===== config.mk =====
export PLATFORM = sky130hd
export DESIGN_NAME = mdcb_ctrl
export DESIGN_NICKNAME = d
export VERILOG_FILES = /design/src/include/mdcb_pkg.sv /design/src/rtl/mdcb_ctrl.sv
export SDC_FILE = /design/constraint.sdc
export NUM_CORES = 1
export LEC_CHECK = 0
export ABC_AREA = 1
export BUFFER_PORTS_ARGS = -buffer_cell sky130_fd_sc_hd__buf_2
export CORE_MARGIN = 8
export CORE_UTILIZATION = 25
export CTS_CLUSTER_SIZE = 28
export DETAILED_ROUTE_END_ITERATION = 10
export GPL_TIMING_DRIVEN = 0
export PLACE_DENSITY = 0.53
export SLEW_MARGIN = 20
export SYNTH_ARGS = -nofsm -noshare
export SYNTH_HDL_FRONTEND = slang
export SYNTH_SLANG_ARGS = --single-unit

===== constraint.sdc =====
create_clock -name sys_clk -period 1.5 [get_ports sys_clk]
set_input_delay 0.3 -clock sys_clk [delete_from_list [all_inputs] [get_ports sys_clk]]
set_output_delay 0.3 -clock sys_clk [all_outputs]
set_load 0.03 [all_outputs]

===== src/include/mdcb_pkg.sv =====
// Package for the multi-device channel bonding control block.
// Assumes one 25 MHz system clock, async active-low reset, AXI4-Lite slave.
// Overview of operation
// - With leader select low the device is bonding leader and drives the two status code pins.
// - With leader select high the device is a follower and only reads the status code pins.
// - Leader select counts only in quad bonding with the receive interface on the reference clock.
// - The all-bonded flag is a wired-AND: the device pulls it low or releases it, never drives high.
// - After resolution the flag is released only when all bonded channels have framing.
// - The flag is held low for the whole bonding resolution process.
// - The flag is driven only in quad bonding on the reference clock, otherwise left alone.
// - With bond inhibit low no channel shifts offset until all bonded channels saw the sequence.
// - With bond inhibit high each channel that saw the sequence may align on its own.
// - Bonding happens only if the selected leader channel is a member of the bonded group.
// - Status codes: 00 reserved, 01 insert one K28.5 after next framing, 10 delete next, 11 normal.
// - The leader updates the status code at the receive character rate.
package mdcb_pkg;

	localparam int MDCB_NCH = 4;

	// Bond status codes
	typedef enum logic [1:0] {
		MDCB_ST_RSVD = 2'h0,
		MDCB_ST_INSERT = 2'h1,
		MDCB_ST_DELETE = 2'h2,
		MDCB_ST_NORMAL = 2'h3
	} mdcb_status_t;

	// Register byte offsets
	localparam logic [3:0] MDCB_REG_CTRL = 4'h0;
	localparam logic [3:0] MDCB_REG_STAT = 4'h4;
	localparam logic [3:0] MDCB_REG_EVT = 4'h8;

	// Control field positions
	localparam int MDCB_CTRL_QUAD = 0;
	localparam int MDCB_CTRL_REFERENCE_CLOCK = 1;
	localparam int MDCB_CTRL_LDRCH = 2;
	localparam int MDCB_CTRL_GROUP = 4;
	localparam logic [31:0] MDCB_CTRL_RST = 32'h0000_00f3;

	localparam logic [1:0] MDCB_RESP_OKAY = 2'h0;
	localparam logic [1:0] MDCB_RESP_SLVERR = 2'h2;

	// Per-channel receive status from the receive path
	typedef struct packed {
		logic [MDCB_NCH-1:0] framed;
		logic [MDCB_NCH-1:0] seq_seen;
		logic [MDCB_NCH-1:0] char_stb;
		logic [1:0] ldr_code;
	} mdcb_rx_t;

	// Per-channel elasticity actions
	typedef struct packed {
		logic [MDCB_NCH-1:0] align_en;
		logic [MDCB_NCH-1:0] ins_k285;
		logic [MDCB_NCH-1:0] del_frame;
	} mdcb_eb_t;

endpackage


===== src/rtl/mdcb_ctrl.sv =====
// Channel bonding control: leader/follower status code pins, wired-AND
// all-bonded flag, inhibit gating and AXI4-Lite configuration.
// Assumes receive status inputs are synchronous to sys_clk.
module mdcb_ctrl
	import mdcb_pkg::*;
(
	input wire logic sys_clk,
	input wire logic rstn,
	input wire logic leader_sel,
	input wire logic bond_inhibit_n,
	input wire logic [1:0] bond_status_code_i,
	output logic [1:0] bond_status_code_o,
	output logic [1:0] bond_status_code_oe,
	input wire logic bond_all_i,
	output logic bond_all_o,
	output logic bond_all_oe,
	input wire mdcb_rx_t rx,
	output mdcb_eb_t eb,
	input wire logic [3:0] s_axi_awaddr,
	input wire logic s_axi_awvalid,
	output logic s_axi_awready,
	input wire logic [31:0] s_axi_wdata,
	input wire logic [3:0] s_axi_wstrb,
	input wire logic s_axi_wvalid,
	output logic s_axi_wready,
	output logic [1:0] s_axi_bresp,
	output logic s_axi_bvalid,
	input wire logic s_axi_bready,
	input wire logic [3:0] s_axi_araddr,
	input wire logic s_axi_arvalid,
	output logic s_axi_arready,
	output logic [31:0] s_axi_rdata,
	output logic [1:0] s_axi_rresp,
	output logic s_axi_rvalid,
	input wire logic s_axi_rready
);

	// ----------------------------------------
	// Configuration and state
	// ----------------------------------------
	logic [31:0] ctrl_q;
	logic [1:0] code_q;
	logic [1:0] fcode_q;
	logic resolved_q;
	logic [31:0] ins_cnt_q;
	logic [31:0] del_cnt_q;

	logic active;
	logic is_leader;
	logic [MDCB_NCH-1:0] group;
	logic ldr_member;
	logic all_seen;
	logic all_framed;
	logic [1:0] use_code;

	typedef enum logic [1:0] {
		MDCB_RES_IDLE,
		MDCB_RES_BUSY,
		MDCB_RES_DONE
	} mdcb_res_t;
	mdcb_res_t res_q;

	// Mode decode
	assign active = ctrl_q[MDCB_CTRL_QUAD] & ctrl_q[MDCB_CTRL_REFERENCE_CLOCK];
	assign is_leader = active & ~leader_sel;
	assign group = ctrl_q[MDCB_CTRL_GROUP +: MDCB_NCH];
	assign ldr_member = group[ctrl_q[MDCB_CTRL_LDRCH +: 2]];
	assign all_seen = ((rx.seq_seen & group) == group) & ldr_member;
	assign all_framed = ((rx.framed & group) == group);

	// ----------------------------------------
	// Status code pins
	// ----------------------------------------
	// Leader registers code at the character rate
	always_ff @(posedge sys_clk or negedge rstn) begin
		if (!rstn) begin
			code_q <= MDCB_ST_NORMAL;
		end else if (rx.char_stb[ctrl_q[MDCB_CTRL_LDRCH +: 2]]) begin
			code_q <= rx.ldr_code;
		end
	end

	// Open drain: drive only low bits, leader only
	assign bond_status_code_o = 2'h0;
	assign bond_status_code_oe = is_leader ? ~code_q : 2'h0;

	// Follower samples code per character
	always_ff @(posedge sys_clk or negedge rstn) begin
		if (!rstn) begin
			fcode_q <= MDCB_ST_NORMAL;
		end else if (|rx.char_stb) begin
			fcode_q <= bond_status_code_i;
		end
	end

	assign use_code = is_leader ? code_q : fcode_q;

	// ----------------------------------------
	// Bonding resolution
	// ----------------------------------------
	always_ff @(posedge sys_clk or negedge rstn) begin
		if (!rstn) begin
			res_q <= MDCB_RES_IDLE;
		end else begin
			case (res_q)
				MDCB_RES_IDLE: begin
					if (active & ldr_member) begin
						res_q <= MDCB_RES_BUSY;
					end
				end
				MDCB_RES_BUSY: begin
					if (!active) begin
						res_q <= MDCB_RES_IDLE;
					end else if (all_seen) begin
						res_q <= MDCB_RES_DONE;
					end
				end
				default: begin
					if (!active | !ldr_member) begin
						res_q <= MDCB_RES_IDLE;
					end
				end
			endcase
		end
	end

	always_ff @(posedge sys_clk or negedge rstn) begin
		if (!rstn) begin
			resolved_q <= 1'b0;
		end else begin
			resolved_q <= (res_q == MDCB_RES_DONE);
		end
	end

	// Wired-AND flag: pull low or release only
	assign bond_all_o = 1'b0;
	assign bond_all_oe = active & ~(resolved_q & all_framed);

	// ----------------------------------------
	// Elasticity buffer actions
	// ----------------------------------------
	genvar gi;
	generate
		for (gi = 0; gi < MDCB_NCH; gi++) begin : g_ch
			always_ff @(posedge sys_clk or negedge rstn) begin
				if (!rstn) begin
					eb.align_en[gi] <= 1'b0;
					eb.ins_k285[gi] <= 1'b0;
					eb.del_frame[gi] <= 1'b0;
				end else begin
					// Inhibit low waits for all, high lets each go
					eb.align_en[gi] <= ldr_member & group[gi] & rx.seq_seen[gi]
						& (bond_inhibit_n | all_seen);
					eb.ins_k285[gi] <= active & group[gi] & rx.char_stb[gi]
						& (use_code == MDCB_ST_INSERT);
					eb.del_frame[gi] <= active & group[gi] & rx.char_stb[gi]
						& (use_code == MDCB_ST_DELETE);
				end
			end
		end
	endgenerate

	// Event counters
	always_ff @(posedge sys_clk or negedge rstn) begin
		if (!rstn) begin
			ins_cnt_q <= 32'h0;
			del_cnt_q <= 32'h0;
		end else begin
			if (|eb.ins_k285) begin
				ins_cnt_q <= ins_cnt_q + 32'h1;
			end
			if (|eb.del_frame) begin
				del_cnt_q <= del_cnt_q + 32'h1;
			end
		end
	end

	// ----------------------------------------
	// AXI4-Lite write
	// ----------------------------------------
	logic aw_held_q;
	logic w_held_q;
	logic [3:0] awaddr_q;
	logic [31:0] wdata_q;
	logic [3:0] wstrb_q;
	logic do_write;

	assign s_axi_awready = ~aw_held_q & ~s_axi_bvalid;
	assign s_axi_wready = ~w_held_q & ~s_axi_bvalid;
	assign do_write = aw_held_q & w_held_q;

	// Capture address and data in either order
	always_ff @(posedge sys_clk or negedge rstn) begin
		if (!rstn) begin
			aw_held_q <= 1'b0;
			w_held_q <= 1'b0;
			awaddr_q <= 4'h0;
			wdata_q <= 32'h0;
			wstrb_q <= 4'h0;
		end else begin
			if (s_axi_awvalid & s_axi_awready) begin
				aw_held_q <= 1'b1;
				awaddr_q <= s_axi_awaddr;
			end
			if (s_axi_wvalid & s_axi_wready) begin
				w_held_q <= 1'b1;
				wdata_q <= s_axi_wdata;
				wstrb_q <= s_axi_wstrb;
			end
			if (do_write) begin
				aw_held_q <= 1'b0;
				w_held_q <= 1'b0;
			end
		end
	end

	// Control register and write response
	always_ff @(posedge sys_clk or negedge rstn) begin
		if (!rstn) begin
			ctrl_q <= MDCB_CTRL_RST;
			s_axi_bvalid <= 1'b0;
			s_axi_bresp <= MDCB_RESP_OKAY;
		end else begin
			if (do_write) begin
				s_axi_bvalid <= 1'b1;
				if (awaddr_q[3:2] == MDCB_REG_CTRL[3:2]) begin
					for (int b = 0; b < 4; b++) begin
						if (wstrb_q[b]) begin
							ctrl_q[b*8 +: 8] <= wdata_q[b*8 +: 8];
						end
					end
					s_axi_bresp <= MDCB_RESP_OKAY;
				end else begin
					s_axi_bresp <= MDCB_RESP_SLVERR;
				end
			end else if (s_axi_bready) begin
				s_axi_bvalid <= 1'b0;
			end
		end
	end

	// ----------------------------------------
	// AXI4-Lite read
	// ----------------------------------------
	assign s_axi_arready = ~s_axi_rvalid;

	always_ff @(posedge sys_clk or negedge rstn) begin
		if (!rstn) begin
			s_axi_rvalid <= 1'b0;
			s_axi_rdata <= 32'h0;
			s_axi_rresp <= MDCB_RESP_OKAY;
		end else begin
			if (s_axi_arvalid & s_axi_arready) begin
				s_axi_rvalid <= 1'b1;
				s_axi_rresp <= MDCB_RESP_OKAY;
				if (s_axi_araddr[3:2] == MDCB_REG_CTRL[3:2]) begin
					s_axi_rdata <= ctrl_q;
				end else if (s_axi_araddr[3:2] == MDCB_REG_STAT[3:2]) begin
					s_axi_rdata <= {18'h0, rx.framed, rx.seq_seen, bond_all_i, resolved_q,
						is_leader, active, use_code};
				end else if (s_axi_araddr[3:2] == MDCB_REG_EVT[3:2]) begin
					s_axi_rdata <= {ins_cnt_q[15:0], del_cnt_q[15:0]};
				end else begin
					s_axi_rdata <= 32'h0;
					s_axi_rresp <= MDCB_RESP_SLVERR;
				end
			end else if (s_axi_rready) begin
				s_axi_rvalid <= 1'b0;
			end
		end
	end

endmodule


---- Word level (Yosys, flattened, before mapping) ----
Index checks and enable logic that the tools add are counted.
cells by class
  $add $sub $neg .......................... 2
  order comparisons ....................... 1
  eq/ne operators ......................... 10
  mux-type cells .......................... 26
  bitwise operators ....................... 51
  reductions and logical operators ........ 18
operators with widths
  kind                   count
  $mux 32                3
  $add 32x1->32 const B  2
  $and 1x1->1            40
  $mux 2                 10
  $reduce_and 3->1       5
  $reduce_or 4->1        3
  $mux 1                 10
  $and 4x4->4            2
  $eq 4x4->1             2
  $reduce_bool 2->1      4
  $eq 2x1->1 const B     3
  $eq 2x2->1 const B     3
  $logic_not 2->1        3
  $not 1->1              6
  $bmux 1 s2             2
  $pmux 2 s2             1
  $lt 2x3->1 const B     1
  $ne 3x3->1 const B     1
  $reduce_bool 3->1      1
  $logic_not 1->1        2
  $ne 2x2->1 const B     1
  $not 2->2              1
  $or 1x1->1             2
word-level totals
  bits in registers ....................... 195
  input port bits ......................... 70
  output and inout port bits .............. 59
  logic and storage cells ................. 140

---- Logic depth before layout (Yosys ltp) ----
Gate-level depths: netlist of run 1.
  depth after elaboration ................. 6
  mapped depth ............................ 10

---- Worst setup path after synthesis of run 1 ----
Ideal clock, no wire load.
  kind .................................... reg2reg
  from .................................... reg s_axi_bvalid
  to ...................................... reg wdata_q[10]
  library setup time ...................... 125 ps
  arrival time ............................ 1,626 ps
  path slack .............................. -251 ps
  cell stages (with the launch flop) ...... 5
  path buffers ............................ 1
  clock period less this slack ............ 1,751 ps
  cell sequence ........................... dfrtp_1 > nor2_1 > nand2_1 > buf_2 > mux2_2
on the way
  cells in the longest elaborated chain, start to end .. 3
ends and longest elaborated chain
  element                 RTL line          source
  from (decl)             mdcb_ctrl.sv:27   output logic s_axi_bvalid,
  from (signal assigned)  mdcb_ctrl.sv:221  s_axi_bvalid <= 1'b0;
  from (signal assigned)  mdcb_ctrl.sv:225  s_axi_bvalid <= 1'b1;
  from (signal assigned)  mdcb_ctrl.sv:237  s_axi_bvalid <= 1'b0;
  $not 1->1               mdcb_ctrl.sv:189  assign s_axi_wready = ~w_held_q & ~s_axi_bvalid;
  $and 1x1->1             mdcb_ctrl.sv:189
  net s_axi_wready        mdcb_ctrl.sv:25   output logic s_axi_wready,
  $and 1x1->1             mdcb_ctrl.sv:205  if (s_axi_wvalid & s_axi_wready) begin
  to (signal assigned)    mdcb_ctrl.sv:207  wdata_q <= s_axi_wdata;
  to (decl)               mdcb_ctrl.sv:184  logic [31:0] wdata_q;
The timed path passes the listed nets, and every way through them passes these cells.
A chain may end at the register's enable or synchronous reset.

---- Worst setup path after layout of run 1 ----
  from .................................... reg ctrl_q[5]
  to ...................................... out bond_all_oe
on the way
  cells in the longest elaborated chain, start to end .. 5
ends and longest elaborated chain
  element                            RTL line          source
  from (decl)                        mdcb_ctrl.sv:41   logic [31:0] ctrl_q;
  from (signal, indexed assignment)  mdcb_ctrl.sv:229  ctrl_q[b*8 +: 8] <= wdata_q[b*8 +: 8];
  $and 4x4->4                        mdcb_ctrl.sv:69   assign all_framed = ((rx.framed & group) == group);
  $eq 4x4->1 (*)                     mdcb_ctrl.sv:69
  $and 1x1->1 (*)                    mdcb_ctrl.sv:137  assign bond_all_oe = active & ~(resolved_q & all_framed);
  $not 1->1 (*)                      mdcb_ctrl.sv:137
  $and 1x1->1 (*)                    mdcb_ctrl.sv:137
  to (decl)                          mdcb_ctrl.sv:16   output logic bond_all_oe,
Every way passes the cells marked *; elsewhere a longest branch is shown, timed or not.

==> results of run 1 <==
[power breakdown]
| group | switching (uW) | internal [uW] | leakage (uW) |
|---|---|---|---|
| Clock | 1840 | 2370 | 0.000285 |
| Sequential | 860 | 5660 | 0.00198 |
| Combinational | 2670 | 1960 | 0.00203 |
| Total | 5370 | 9990 | 0.00430 |
[sequential cells by signal, summed over array words and instances (netlist names)]
register	flops
fcode_q	2
s_axi_bvalid	1
wstrb_q	4
ctrl_q	32
wdata_q	32
code_q	2
res_q	2
w_held_q	1
eb	12
s_axi_rvalid	1
s_axi_rdata	32
ins_cnt_q	16
awaddr_q	2
s_axi_bresp	1
resolved_q	1
del_cnt_q	16
s_axi_rresp	1
aw_held_q	1
[how the worst max path moves through the flow]
| stage | startpoint | to | slack [ps] | depth (start not counted) |
|---|---|---|---|---|
| floorplan | ctrl_q[1]$_DFFE_PN1P_ | eb[4]$_DFF_PN0_ | -20 | 7 |
| global placement | rstn | eb[1]$_DFF_PN0_ | -2760 | 1 |
| detailed placement | ctrl_q[0]$_DFFE_PN1P_ | eb[5]$_DFF_PN0_ | -390 | 7 |
| CTS | ctrl_q[0]$_DFFE_PN1P_ | bond_status_code_oe[0] | -490 | 5 |
| global route | ctrl_q[5]$_DFFE_PN1P_ | bond_all_oe | -430 | 5 |
| finish | ctrl_q[5]$_DFFE_PN1P_ | bond_all_oe | -370 | 5 |
[layout make-up]
cell class	instances	area, sq um	share of cell area [%]
clock buffer	19	443	4.95
buffer	24	135	1.51
timing repair buffer	146	885	9.88
sequential	159	4000	44.7
tap	341	427	4.77
inverter	68	258	2.88
clock inverter	13	130	1.45
multi-input combinational	457	2680	29.9
[logic make-up (layout without fill, tap and decap cells)]
kind of cell / Yosys count / count (layout) / synth area share (%)
flops: 159 / 159 / 58.6
xor+xnor: 25 / 25 / 3.21
buf+inv: 93 / 270 / 5.56
simple gates: 266 / 266 / 15.9
mux: 47 / 47 / 7.77
other cells: 1 / 5 / 0.0550
compound gates: 112 / 112 / 8.54
fa+ha+maj: 2 / 2 / 0.367
[synth_stat cells, types with 2 or more instances]
library cell | instances | area, sq um
buf_2 | 9 | 45.0
dfrtp_1 | 149 | 3730
nand2_1 | 140 | 526
xor2_1 | 19 | 166
nor3_1 | 5 | 25.0
a41oi_1 | 2 | 17.5
clkbuf_1 | 11 | 41.3
inv_1 | 66 | 248
ha_1 | 2 | 25.0
dfstp_2 | 10 | 263
buf_4 | 5 | 37.5
nand2_2 | 3 | 18.8
o22ai_1 | 3 | 18.8
clkinv_1 | 2 | 7.51
nor2_1 | 82 | 308
a21oi_1 | 65 | 325
nand4_1 | 5 | 31.3
mux2_2 | 47 | 529
o21ai_0 | 37 | 185
nand3_1 | 26 | 130
a211oi_1 | 2 | 15.0
xnor2_1 | 6 | 52.6
[worst max-delay path, cell delays in order, from the launching register on]
cell,delay (ps)
dfstp_2,580
inv_2,50
o22ai_2,130
nor2_1,70
a21oi_2,160
buf_6,150
[placed cells by master (no fill, tap or decap), drive strengths merged, types with 2 or more instances in the layout]
master,synthesis,layout
mux2,47,47
o21ai,39,39
a211oi,2,2
nand3,26,26
ha,2,2
o22ai,3,3
dfrtp,149,149
xnor2,6,6
nor3,6,6
conb,1,5
buf,14,158
xor2,19,19
nor2,83,83
a21oi,65,65
inv,66,71
a41oi,2,2
or2,2,2
nand2,143,143
clkinv,2,9
dfstp,10,10
nand4,5,5
clkbuf,11,30
[timing repair]
item | 4_1_cts | 5_1_grt
pin swaps | 8 | 14
buffers inserted | 17 | 9
hold buffers | 1 | 0
gates resized for setup | 47 | 50
endpoints found under the setup margin | 83 | 100
endpoints found under the hold margin | 68 | 0
gates cloned | 0 | 0
[metrics by stage]
| step | TNS (ps) | worst slack (ps) | power (uW) | instance area (sq um) |
|---|---|---|---|---|
| 2_1_floorplan | -99.2 | -24.8 | 9030 | 6860 |
| 3_3_place_gp | -393080 | -2760 | 10300 | 7880 |
| 3_5_place_dp | -13690 | -395 | 10500 | 7920 |
| 4_1_cts | -3770 | -486 | 15200 | 8770 |
| 5_1_grt | -2850 | -426 | 16300 | 8950 |
| 6_report | -2010 | -372 | 15400 | 8950 |
[routing by layer]
metal / share of wire [%] / vias up / global-route usage (%)
met4: 0.99 / 2 / 3.44
met1: 46 / 2484 / 15.1
li1: - / 2607 / -
met2: 48 / 99 / 19.2
met5: 0.053 / - / 0
met3: 5.1 / 14 / 2.81
==> results.rst, run 1 <==
.. list-table::
   :header-rows: 1

   * - Metric
     - Value
   * - Leak Pwr
     - 0.00430 uW
   * - Number of synthesized register bits
     - 159
   * - Slew headroom
     - 60.7%
   * - Mean area per synthesized cell
     - 9.66 sq um
   * - Worst hold slack across all endpoints
     - 49.7 ps
   * - Final routed wire length divided by cell count
     - 15.3 um
   * - Pin count of the biggest net entering global routing
     - 86
   * - EDFF count, synth
     - 0
   * - Vias after detailed routing
     - 5206
   * - Initial standard-cell utilization of the core
     - 25.3%
   * - Final hold violation count
     - 0
   * - PD cells
     - 1720 nW/um^2
   * - Data arrival time of the critical path
     - 1570 ps
   * - Detailed-route DRC error count
     - 0
   * - FFs w/ async S/R, synth
     - 100%
   * - Data required, critical path
     - 1200 ps
   * - Number of global-route vias before repair
     - 5478
   * - Layout area overhead
     - 31.4%
   * - Final setup violation count
     - 13
   * - Number of H-tree levels
     - 4
   * - Setup CP Type
     - flip-flop to output port
   * - Reg-to-reg critical path startpoint
     - ctrl_q[0]$_DFFE_PN1P_
   * - Worst Max-Slew Pin Slew
     - 590 ps
   * - Crit start category
     - flip-flop
   * - TritonCTS clock tree
     - built
   * - Violation count after the first detailed-route iteration
     - 292
   * - Via count normalized by instance count
     - 4.24
   * - Half-perimeter wire length after detailed placement
     - 13.9 mm
   * - Drt pass-1 iters
     - 4
   * - Number of clock buffers inserted by TritonCTS
     - 17
   * - Yosys warns
     - 0
   * - Final core utilization
     - 33.3%
   * - Share of the yosys chip area belonging to registers
     - 58.6%
   * - Root buf cell
     - clkbuf_16
   * - RSZ-0062 raised after global routing
     - yes
   * - Clock network latency to the later pin of the worst-skew pair
     - 420 ps
   * - Shortest period the worst path allows
     - 1870 ps
   * - Worst hold path type
     - input port to flip-flop
   * - Buffers from clock root to sink, at most
     - 2
   * - Overall overflow remaining after global route
     - 0
   * - Final GP Congestion
     - 0.764
   * - Fillers
     - 2813
   * - Detailed-route wire length
     - 18.7 mm
   * - Startpoint of the most critical hold path
     - s_axi_bready
   * - Crit Reg-Reg Endpoint
     - eb[4]$_DFF_PN0_
   * - Routed Antenna Nets
     - 0
   * - Failing checks
     - negative setup slack
   * - Terminating pin of the worst hold path
     - s_axi_bvalid$_DFFE_PN0P_
   * - Post-placement cell count
     - 1170
   * - Die Footprint
     - 32800 sq um
   * - Die boundary width
     - 181 um
   * - Number of distinct standard cells referenced by the synthesized netlist
     - 31
   * - Number of nets in the finished design
     - 945
   * - Endpoint type of the worst setup path
     - output port
   * - Predominant post-synthesis flop cell
     - dfrtp_1
   * - Setup slack of the worst register-to-register path
     - -200 ps
   * - Number of buffers added on ports
     - 119
   * - Clk_skew
     - 10.4 ps
   * - Number of standard-cell rows in the floorplan
     - 60
   * - Antenna violations before repair
     - 1
   * - Highest net fanout along the worst path
     - 2
   * - Worst-path clk slew
     - 70 ps
   * - Maximum VDD drop
     - 1060 uV
   * - Outcome
     - finished, violations left
   * - Netlist area before placement
     - 6810 sq um
   * - Final period utilization
     - 125%
   * - Worst R2R Path Depth
     - 7
   * - Share of post-route cells with drive strength above 1
     - 35.2%
   * - Final instance count without filler cells
     - 1227
   * - Clock Sink Count
     - 159
   * - Synth Instances
     - 705
   * - Post-layout worst setup margin
     - -372 ps
   * - Global-route wire length before repair
     - 30.3 mm
   * - Core Area
     - 26900 sq um
   * - Max cap viols
     - 0
   * - Overall routing resource usage
     - 11.7%
   * - I/O pins
     - 129
   * - Vert. Die Dim
     - 181 um
   * - Worst Hold Path Cells
     - 2
   * - Maximum frequency from static timing analysis
     - 0.534 GHz
   * - Number of antenna cells inserted
     - 0
   * - Max Transition Viols Final
     - 0
No activity file was read; power rests on OpenSTA's default activity.
==> inputs of run 2 (changes only) <==
--- a/config.mk
+++ b/config.mk
@@ -12,7 +12,9 @@
 export CTS_CLUSTER_SIZE = 28
 export DETAILED_ROUTE_END_ITERATION = 10
 export GPL_TIMING_DRIVEN = 0
-export PLACE_DENSITY = 0.53
+export HOLD_SLACK_MARGIN = 0.02
+export PLACE_DENSITY = 0.51
+export REMOVE_ABC_BUFFERS = 1
 export SLEW_MARGIN = 20
 export SYNTH_ARGS = -nofsm -noshare
 export SYNTH_HDL_FRONTEND = slang
==> constraint.sdc (replaced) <==
create_clock -name sys_clk -period 2.1 [get_ports sys_clk]
set_input_delay 0.42 -clock sys_clk [delete_from_list [all_inputs] [get_ports sys_clk]]
set_output_delay 0.42 -clock sys_clk [all_outputs]
set_load 0.03 [all_outputs]
==> results.rst, run 2 (synthesized netlist as in run 1, its figures left out) <==
.. list-table::
   :header-rows: 1

   * - Metric
     - Value
   * - Detailed-route DRC error count
     - 0
   * - Setup CP Type
     - flip-flop to output port
   * - Overall routing resource usage
     - 11.0%
   * - Global Route met1 Usage
     - 14.7%
   * - Share of post-route cells with drive strength above 1
     - 27.6%
   * - Gate family responsible for the most delay along the worst path
     - flip-flops
   * - Worst hold slack across all endpoints
     - 182 ps
   * - Fillers
     - 2848
   * - Outcome
     - finished, final reports clean
   * - Met2 layer usage reported by global route
     - 17.0%
   * - Number of clock buffers inserted by TritonCTS
     - 17
   * - Most common cell after layout, fill and taps aside
     - dfrtp_1
   * - Clk_skew
     - 10.3 ps
   * - Worst Max-Slew Pin Slew
     - 943 ps
   * - Leak Pwr
     - 0.00410 uW
   * - Endpoint type of the worst setup path
     - output port
   * - Maximum frequency from static timing analysis
     - 0.491 GHz
   * - PD cells
     - 1230 nW/um^2
   * - Max cap viols
     - 0
   * - Layout area overhead
     - 25.2%
   * - I/O pins
     - 129
   * - Crit start category
     - flip-flop
   * - Routed Antenna Nets
     - 0
   * - Clock network latency to the later pin of the worst-skew pair
     - 420 ps
   * - Clock Sink Count
     - 159
   * - Buffers from clock root to sink, at most
     - 2
   * - Setup TNS
     - 0 ps
   * - Die boundary width
     - 181 um
   * - Final GP Congestion
     - 0.761
   * - Final setup violation count
     - 0
   * - Final hold violation count
     - 0
   * - Global routing's busiest layer
     - met2
   * - Regs by FF count
     - ctrl_q (32), s_axi_rdata (32), wdata_q (32)
   * - Crit-path cells
     - nand2_4 > or2_4 > nor2_2 > buf_6
   * - Pin count of the biggest net entering global routing
     - 94
   * - Worst-path clk slew
     - 70 ps
   * - Number of H-tree levels
     - 4
   * - Core Area
     - 26900 sq um
   * - Buffers plus inverters on the worst setup path
     - 1
   * - Data required, critical path
     - 1680 ps
   * - Number of nets in the finished design
     - 903
   * - Half-perimeter wire length after detailed placement
     - 12.5 mm
   * - Shortest period the worst path allows
     - 2040 ps
   * - Met3 global-route usage
     - 3.37%
   * - Number of buffers added on ports
     - 119
   * - Drt pass-1 iters
     - 4
   * - Slew headroom
     - 36.9%
   * - Final period utilization
     - 96.9%
   * - Maximum VDD drop
     - 1250 uV
   * - Cell with the biggest individual delay on the critical path
     - dfstp_2
   * - Number of standard-cell rows in the floorplan
     - 60
   * - Highest net fanout along the worst path
     - 6
   * - Max Transition Viols Final
     - 0
   * - Number of global-route vias before repair
     - 5270
   * - Antenna violations before repair
     - 1
   * - Violation count after the first detailed-route iteration
     - 255
   * - Final routed wire length divided by cell count
     - 14.6 um
   * - Overall overflow remaining after global route
     - 0
   * - Worst hold path type
     - input port to flip-flop
   * - Die Footprint
     - 32800 sq um
   * - Via count normalized by instance count
     - 4.30
   * - Initial standard-cell utilization of the core
     - 25.3%
   * - Worst stage delay on the critical path
     - 600 ps
   * - RSZ-0062 raised after global routing
     - yes
   * - Vert. Die Dim
     - 181 um
   * - Data arrival time of the critical path
     - 1620 ps
   * - Global-route wire length before repair
     - 28.6 mm
   * - Root buf cell
     - clkbuf_16
   * - TritonCTS clock tree
     - built
   * - Commonest non-fill, non-tap cells in the layout
     - dfrtp_1, nand2_1, buf_2
   * - Number of antenna cells inserted
     - 0
   * - Detailed-route wire length
     - 17.3 mm
   * - Vias after detailed routing
     - 5101
## run 2: changes by cell type in the layout (fill, tap and decap cells not counted), moves of 5 or more
cell      before  now
inv_1         60   66
nor2_4         9    1
inv_2          6    0
nand2_2       15    4
nor2_1        68   79
o21ai_0       32   37
clkbuf_1       8    0
nand2_1      124  137
buf_6         12    3
dfrtp_2        6    0
dfrtp_1      143  149
buf_4         25    5
## run 2: routing by layer
layer	vias up	wire [um]
li1	2525	-
met1	2458	8360
met4	2	155
met5	-	10
met3	9	949
met2	107	7830
## run 2: power breakdown
| part | internal [uW] | switching [uW] |
|---|---|---|
| sequential | 4030 | 527 |
| combinational | 1080 | 1680 |
| clock | 1700 | 1440 |
| total | 6810 | 3650 |
## run 2: final timing paths
check	start	end	slack (ps)	cells after the start
worst max-delay path	ctrl_q[1]$_DFFE_PN1P_	bond_status_code_oe[0]	60	4
worst min-delay path	s_axi_bready	s_axi_bvalid$_DFFE_PN0P_	180	2
worst max register to register	s_axi_rvalid$_DFFE_PN0P_	s_axi_rdata[6]$_DFFE_PN0P_	240	5
worst min register to register	res_q[0]$_DFFE_PN0P_	resolved_q$_DFF_PN0_	460	1
max in group asynchronous	rstn	ins_cnt_q[6]$_DFFE_PN0P_	730	3
min in group asynchronous	rstn	wdata_q[6]$_DFFE_PN0P_	520	2
## run 2: area by class of cell
class / instances / area (sq um) / area share [%]
multi-input combinational: 457 / 2500 / 29.3
inverter: 68 / 256 / 3.01
sequential: 159 / 3990 / 46.8
clock inverter: 15 / 174 / 2.04
timing repair buffer: 128 / 754 / 8.85
tap: 341 / 427 / 5.00
clock buffer: 17 / 425 / 4.99
## run 2: worst register-to-register path: stages (launching register included)
cell and delay [ps]:
dfrtp_1 340, inv_1 70, nand2_2 370, buf_16 230, clkinv_2 400, a41oi_1 380
## run 2: timing repair
item | 4_1_cts | 5_1_grt
setup endpoints to repair | 26 | 3
gates resized for setup | 9 | 6
pin swaps | 0 | 1
setup buffers | 3 | 2
endpoints found under the hold margin | 66 | 0
hold buffers | 1 | 0
gates cloned | 0 | 0
## run 2: per-stage QoR
| stage | power [uW] | std cells | area, sq um | utilization, % | setup slack, ps |
|---|---|---|---|---|---|
| 2_1_floorplan | 6370 | 684 | 6700 | - | -442 |
| 3_3_place_gp | 7260 | 1144 | 7730 | 28.7 | -2070 |
| 3_5_place_dp | 7320 | 1147 | 7840 | 29.2 | -463 |
| 4_1_cts | 10600 | 1183 | 8490 | 31.6 | 4.71 |
| 5_1_grt | 11200 | 1185 | 8530 | 31.7 | -20.9 |
| 6_report | 10500 | 1185 | 8530 | 31.7 | 64.4 |
